`config.mk`:
```
export PLATFORM = sky130hd
export DESIGN_NAME = sda_alu
export DESIGN_NICKNAME = d
export VERILOG_FILES = /design/src/design/sda_pkg.sv /design/src/design/sda_alu.sv /design/src/design/sda_core.sv
export SDC_FILE = /design/constraint.sdc
export NUM_CORES = 1
export LEC_CHECK = 0
export ABC_AREA = 1
export BUFFER_PORTS_ARGS = -buffer_cell sky130_fd_sc_hd__buf_2
export CORE_UTILIZATION = 55
export CTS_BUF_LIST = sky130_fd_sc_hd__clkbuf_16
export DETAILED_ROUTE_END_ITERATION = 6
export GPL_ROUTABILITY_DRIVEN = 0
export GPL_TIMING_DRIVEN = 0
export HOLD_SLACK_MARGIN = 0.1
export MAX_ROUTING_LAYER = met4
export PLACE_DENSITY = 0.79
export SETUP_SLACK_MARGIN = 0.5
export SYNTH_ARGS = -nofsm -noshare
export SYNTH_HDL_FRONTEND = slang
export SYNTH_SLANG_ARGS = --single-unit
export TNS_END_PERCENT = 5
```
`constraint.sdc`:
```
create_clock -name clk -period 6.5 [get_ports clk]
set_input_delay 0.975 -clock clk [delete_from_list [all_inputs] [get_ports clk]]
set_output_delay 0.975 -clock clk [all_outputs]
set_load 0.03 [all_outputs]
```
`src/design/sda_pkg.sv`:
```
// Package: opcodes, widths, saturation limits and latency for the clipped DSP ALU
package sda_pkg;
    localparam int DATA_W = 32;
    localparam int HALF_W = 16;
    localparam int OPC_W = 8;
    localparam int SLOT_W = 3;
    localparam int LATENCY = 2;
    localparam logic [7:0] OPC_WORD_ABS = 8'h41;
    localparam logic [7:0] OPC_WORD_ADD = 8'h42;
    localparam logic [7:0] OPC_DUAL_ADD = 8'h46;
    localparam logic [7:0] OPC_DUAL_ABS = 8'h48;
    localparam logic [2:0] SLOT_LOW = 3'h1;
    localparam logic [2:0] SLOT_HIGH = 3'h3;
    localparam logic [31:0] WORD_MAX = 32'h7FFFFFFF;
    localparam logic [31:0] WORD_MIN = 32'h80000000;
    localparam logic [15:0] HALF_MAX = 16'h7FFF;
    localparam logic [15:0] HALF_MIN = 16'h8000;
    localparam logic [31:0] ZERO_WORD = 32'h00000000;
    localparam logic [4:0] DEST_RESET = 5'h00;
    typedef enum logic [1:0] {
        SDA_OP_WORD_ABS = 2'h0,
        SDA_OP_WORD_ADD = 2'h1,
        SDA_OP_DUAL_ADD = 2'h3,
        SDA_OP_DUAL_ABS = 2'h2
    } sda_op_t;
endpackage

```
`src/design/sda_alu.sv`:
```
// Saturating DSP ALU: decode, two-stage pipeline and guarded write-back
//
// Operation
// - Word abs treats source signed; most negative yields 0x7FFFFFFF.
// - Word abs runs as two-operand form: zero first, value second.
// - Word add sign-extends, adds, clips to 0x80000000 or 0x7FFFFFFF.
// - Dual abs per signed half; 0x8000 gives 0x7FFF; result 0 to 0x7FFF.
// - Dual abs upper half goes to bits 31:16, lower to 15:0.
// - Dual abs runs as two-operand form: zero first, pair second.
// - Dual add per half, no carry between, clipped 0x8000 to 0x7FFF.
// - With guard, write destination only when guard bit 0 is 1.
// - Without guard, write the result whenever the opcode is known and the slot is 1 or 3.
`timescale 1ns/10ps
module sda_alu #(
    parameter int LATENCY = sda_pkg::LATENCY
) (
    input wire logic clk,
    input wire logic rst_n,
    input wire logic issue_valid,
    input wire logic [7:0] opcode,
    input wire logic [2:0] issue_slot,
    input wire logic [31:0] first_source,
    input wire logic [31:0] second_source,
    input wire logic guard_present,
    input wire logic [31:0] guard_value,
    input wire logic [4:0] dest_index,
    output logic write_enable,
    output logic [4:0] write_index,
    output logic [31:0] write_data,
    output logic issue_reject
);
    // Only the two-register pipeline below exists, so no other depth can be served
    if (LATENCY != sda_pkg::LATENCY)
    begin : g_latency_check
        $error("sda_alu supports only the two-cycle latency");
    end

    logic rst_meta;
    logic rst_sync;
    always_ff @(posedge clk or negedge rst_n)
    begin
        if (!rst_n)
        begin
            rst_meta <= 1'b0;
            rst_sync <= 1'b0;
        end
        else
        begin
            rst_meta <= 1'b1;
            rst_sync <= rst_meta;
        end
    end

    logic known_op;
    logic slot_ok;
    logic [1:0] dec_op;
    logic [31:0] core_a;
    logic [31:0] core_b;
    always_comb
    begin
        known_op = 1'b1;
        dec_op = sda_pkg::SDA_OP_WORD_ABS;
        unique case (opcode)
            sda_pkg::OPC_WORD_ABS: dec_op = sda_pkg::SDA_OP_WORD_ABS;
            sda_pkg::OPC_WORD_ADD: dec_op = sda_pkg::SDA_OP_WORD_ADD;
            sda_pkg::OPC_DUAL_ABS: dec_op = sda_pkg::SDA_OP_DUAL_ABS;
            sda_pkg::OPC_DUAL_ADD: dec_op = sda_pkg::SDA_OP_DUAL_ADD;
            default: known_op = 1'b0;
        endcase
        // only slots 1 and 3 issue here
        slot_ok = (issue_slot == sda_pkg::SLOT_LOW) || (issue_slot == sda_pkg::SLOT_HIGH);
        // abs forms get zero first, source second
        // same mapping for the halfword pair
        if (opcode == sda_pkg::OPC_WORD_ABS || opcode == sda_pkg::OPC_DUAL_ABS)
        begin
            core_a = sda_pkg::ZERO_WORD;
            core_b = first_source;
        end
        else
        begin
            core_a = first_source;
            core_b = second_source;
        end
    end

    logic [31:0] core_result;
    sda_core sda_core_inst (
        .op(dec_op),
        .first_source(core_a),
        .second_source(core_b),
        .result(core_result)
    );

    // Stage 1 holds the result; stage 2 presents it, giving two cycles
    logic s1_valid;
    logic [4:0] s1_index;
    logic [31:0] s1_data;
    logic next_s1_valid;
    logic next_write_enable;
    logic next_reject;
    always_comb
    begin
        // guard bit 0 gates the write
        next_s1_valid = issue_valid && known_op && slot_ok &&
                        (!guard_present || guard_value[0]);
        next_reject = issue_valid && !(known_op && slot_ok);
        next_write_enable = s1_valid;
    end

    always_ff @(posedge clk or negedge rst_sync)
    begin
        if (!rst_sync)
        begin
            s1_valid <= 1'b0;
            s1_index <= sda_pkg::DEST_RESET;
            s1_data <= sda_pkg::ZERO_WORD;
            write_enable <= 1'b0;
            write_index <= sda_pkg::DEST_RESET;
            write_data <= sda_pkg::ZERO_WORD;
            issue_reject <= 1'b0;
        end
        else
        begin
            s1_valid <= next_s1_valid;
            s1_index <= dest_index;
            s1_data <= core_result;
            write_enable <= next_write_enable;
            write_index <= s1_index;
            write_data <= s1_data;
            issue_reject <= next_reject;
        end
    end
endmodule

```
`src/design/sda_core.sv`:
```
// Combinational two-operand clipped arithmetic core
`timescale 1ns/10ps
module sda_core (
    input wire logic [1:0] op,
    input wire logic [31:0] first_source,
    input wire logic [31:0] second_source,
    output logic [31:0] result
);
    function automatic logic [15:0] sat_add16(input logic [15:0] a, input logic [15:0] b);
        logic [16:0] s;
        s = {a[15], a} + {b[15], b};
        if (s[16] != s[15])
            sat_add16 = s[16] ? sda_pkg::HALF_MIN : sda_pkg::HALF_MAX;
        else
            sat_add16 = s[15:0];
    endfunction

    // Zero minus the value, clipped; the minimum maps to the maximum
    function automatic logic [15:0] sat_sub16(input logic [15:0] a, input logic [15:0] b);
        logic [16:0] s;
        s = {a[15], a} - {b[15], b};
        if (s[16] != s[15])
            sat_sub16 = s[16] ? sda_pkg::HALF_MIN : sda_pkg::HALF_MAX;
        else
            sat_sub16 = s[15:0];
    endfunction

    logic [32:0] wsum;
    logic [32:0] wdif;
    always_comb
    begin
        wsum = {first_source[31], first_source} + {second_source[31], second_source};
        wdif = {first_source[31], first_source} - {second_source[31], second_source};
        result = sda_pkg::ZERO_WORD;
        unique case (op)
            sda_pkg::SDA_OP_WORD_ABS:
            begin
                if (!second_source[31])
                    result = second_source;
                else if (wdif[32] != wdif[31])
                    result = sda_pkg::WORD_MAX;
                else
                    result = wdif[31:0];
            end
            sda_pkg::SDA_OP_WORD_ADD:
            begin
                if (wsum[32] != wsum[31])
                    result = wsum[32] ? sda_pkg::WORD_MIN : sda_pkg::WORD_MAX;
                else
                    result = wsum[31:0];
            end
            sda_pkg::SDA_OP_DUAL_ADD:
            begin
                result = {sat_add16(first_source[31:16], second_source[31:16]),
                          sat_add16(first_source[15:0], second_source[15:0])};
            end
            sda_pkg::SDA_OP_DUAL_ABS:
            begin
                result[31:16] = second_source[31] ?
                    sat_sub16(first_source[31:16], second_source[31:16]) :
                    second_source[31:16];
                result[15:0] = second_source[15] ?
                    sat_sub16(first_source[15:0], second_source[15:0]) :
                    second_source[15:0];
            end
        endcase
    end
endmodule

```
==> flow_summary.yaml <==
cts:
  clk_latency_ns: 0.32
  cts_tree: "built"
  cts_hold_buf: 0
  cts_setup_buffers: 0
  clock-sinks: 79
  clk_path_buf_depth: 2
  cts_root_buffer: "clkbuf_16"
  clk_pin_slew_ns: 0.05
  cts_buffers: 9
  clock_tree.htree_level_count: 3
worst_setup_path:
  slowest_stage: "o21ai_0"
  critPathLaunch: "opcode[7]"
  critPathArrivalTime_ns: 5.88
  path_max_fanout: 10
  r2r_start: "rst_sync"
  crit_type: "in2reg"
  crit_required_ns: 6.66
  endpoint_kind: "flop"
  slowest_delay_ns: 0.59
  crit_path_start_kind: "input port"
global_routing:
  overflow: 0
  antenna_found_initial: 0
  grt_pass1_wl_um: 46600
  grt_pass1_vias: 9072
  gr-usage-all-layers: 0.349
  grt_max_degree: 66
logic_synthesis:
  synth_top_area_share: 0.210
  syn-num-nets: 1645
  yosys_warnings: 0
  synth_area_sq_um: 9420
  ys.flop_type: "dfrtp_1"
  syn_inst: 1459
  synth-seq-cells: 79
  synth_seq_area_share: 0.210
  synth-edff-count: 0
  yosys-top-cells-count: "nand2_1, inv_1, nor2_1"
  yosys.cell_types.count: 56
  async_flop_share: 1.00
  synth_area_leader_cell: "dfrtp_1"
  postSynthAreaPerCell_sq_um: 6.45
  yosysMostFrequentCell: "nand2_1"
  yosys-top-cells-area: "dfrtp_1, nand2_1, ha_1, inv_1, a21oi_1"
place:
  hpwl_um: 24800
  port_buffers: 122
  dp_cells: 1802
  placed_cell_area_sq_um: 10300
layout:
  fin_cells: 1818
  n_antenna_cell: 0
  drive_above_1_share: 0.187
  area_growth_pct: 12.9
  nNetsFinal: 1779
  final_cell_area_sq_um: 10600
pwr:
  power_density_nw_per_um2: 205
  power.leakage_nw: 5.59
  peakVddDrop_v: 0.000193
route:
  vias: 10172
  firstDrtPassIters: 7
  post_drt_wl_per_cell_um: 16.5
  vias_per_cell: 5.60
  drc: 0
  ant_nets: 0
  drt_iter0_drc: 1247
  drt-total-wl_um: 29900
timing:
  whs_ns: 0.174
  fmax_mhz: 175
  period_minus_slack_ns: 5.72
  setup_violations: 0
  tns_ns: 0
  finalHoldViolCount: 0
  tightest_slew_ns: 0.919
  relSlewSlack: 0.382
  fin_crit_sh: 0.880
  skew_ns: 0.00429
  maxSlewViolCount: 0
  rsz0062_at_grt: "no"
floorplanning:
  num_io_pins: 155
  die_y_um: 133
  die_area_sq_um: 17700
  die_w_um: 133
  rows: 47
  start_util: 0.566
  core_sq_um: 16600
min_path:
  min_path_type: "reg2async"
outcome:
  status: "finished, final reports clean"
job:
  cap_violations: 0
==> per-layer routing <==
metal | vias up | global-route usage | routed length [um]
met1 | 4562 | 0.484 | 12800
met3 | 55 | 0.0958 | 4440
met2 | 637 | 0.491 | 12000
met5 | - | - | 0
li1 | 4918 | - | -
met4 | 0 | 0.102 | 723
==> cell usage in the layout, fill, tap and decap left out, types with 3 or more instances in the layout <==
cell	synthesis	final
nand2_1	356	356
inv_1	194	197
buf_2	12	134
nor2_1	131	130
a21oi_1	130	130
o21ai_0	90	85
dfrtp_1	79	78
xor2_1	68	68
ha_1	66	66
nand3_1	61	61
o21ai_1	27	31
nand2_2	30	30
nand4_1	21	21
buf_4	19	19
a21oi_2	15	15
inv_2	13	13
buf_6	12	12
nor3_1	11	11
nor2_2	9	10
o211ai_1	10	10
clkbuf_1	16	9
clkbuf_16	0	9
clkbuf_2	1	8
nand2_4	7	7
nand3_2	6	6
o21a_1	6	6
a31oi_1	6	6
o21ai_2	3	4
o21bai_1	4	4
or2_2	4	4
fa_1	4	4
nor4_1	3	3
a21o_1	3	3
clkinv_1	2	3
a21boi_1	3	3
o221ai_1	3	3
==> final timing paths <==
| kind | cells past startpoint | slack (ns) | endpoint |
|---|---|---|---|
| worst min-delay path | 0 | 0.17 | s1_data[23] |
| max in group asynchronous | 1 | 5.78 | s1_data[5] |
| min in group clk | 0 | 0.34 | write_data[19] |
| worst min register to register | 0 | 0.17 | s1_data[23] |
| worst max register to register | 1 | 5.78 | s1_data[5] |
| worst max-delay path | 26 | 0.78 | s1_data[8] |
==> cell type report <==
| type | count | area (sq um) |
|---|---|---|
| buffer | 62 | 442 |
| clock buffer | 9 | 225 |
| clock inverter | 7 | 57.6 |
| fill | 1591 | 6010 |
| inverter | 213 | 811 |
| multi-input combinational | 1105 | 6200 |
| sequential | 79 | 1980 |
| tap | 220 | 275 |
| timing repair buffer | 123 | 638 |
==> state kept, by name, summed over array words and instances, names as in the netlist <==
register           flops
s1_data               32
write_data            32
s1_index               5
write_index            5
issue_reject           1
next_write_enable      1
rst_meta               1
rst_sync               1
write_enable           1
==> worst max-delay path: cells and delay by family <==
family	cells	cell delay, ns
AOI/OAI and AO/OA	5	1.08
adders and majority gates	2	0.69
xor gates and xnor gates	1	0.17
buffers and inverters	7	1.10
and+or+nand+nor	11	1.85
==> logic make-up (layout without fill, tap and decap cells) <==
group                      count (synthesis)  count (layout)  synth area share
AOI/OAI and AO/OA                        317             317             0.196
and+or+nand+nor                          647             647             0.300
buffers and inverters                    275             414             0.132
DFF                                       79              79             0.210
adders and majority gates                 70              70            0.0962
xor gates and xnor gates                  70              70            0.0651
other                                      1               1          0.000398
==> where the power goes <==
| part | total (mW) | internal, mW | switching [mW] |
|---|---|---|---|
| logic | 1.13 | 0.356 | 0.770 |
| clock network | 0.456 | 0.290 | 0.166 |
| registers | 0.594 | 0.574 | 0.0203 |
==> per-stage QoR <==
| stage | util | total power, mW | worst slack [ns] |
|---|---|---|---|
| 4_1_cts | 0.638 | 2.15 | 0.537 |
| 3_3_place_gp | 0.619 | 1.67 | 0.154 |
| 2_1_floorplan | - | 1.39 | 1.61 |
| 6_report | 0.639 | 2.18 | 0.778 |
| 5_1_grt | 0.639 | 2.31 | 0.557 |
| 3_5_place_dp | 0.621 | 1.68 | 0.0932 |
==> timing repair <==
item,CTS,global route
endpoints found under the setup margin,7,26
gates cloned,0,0
gates resized for setup,1,20
endpoints found under the hold margin,0,0
Power figures use the tool's default switching activity.
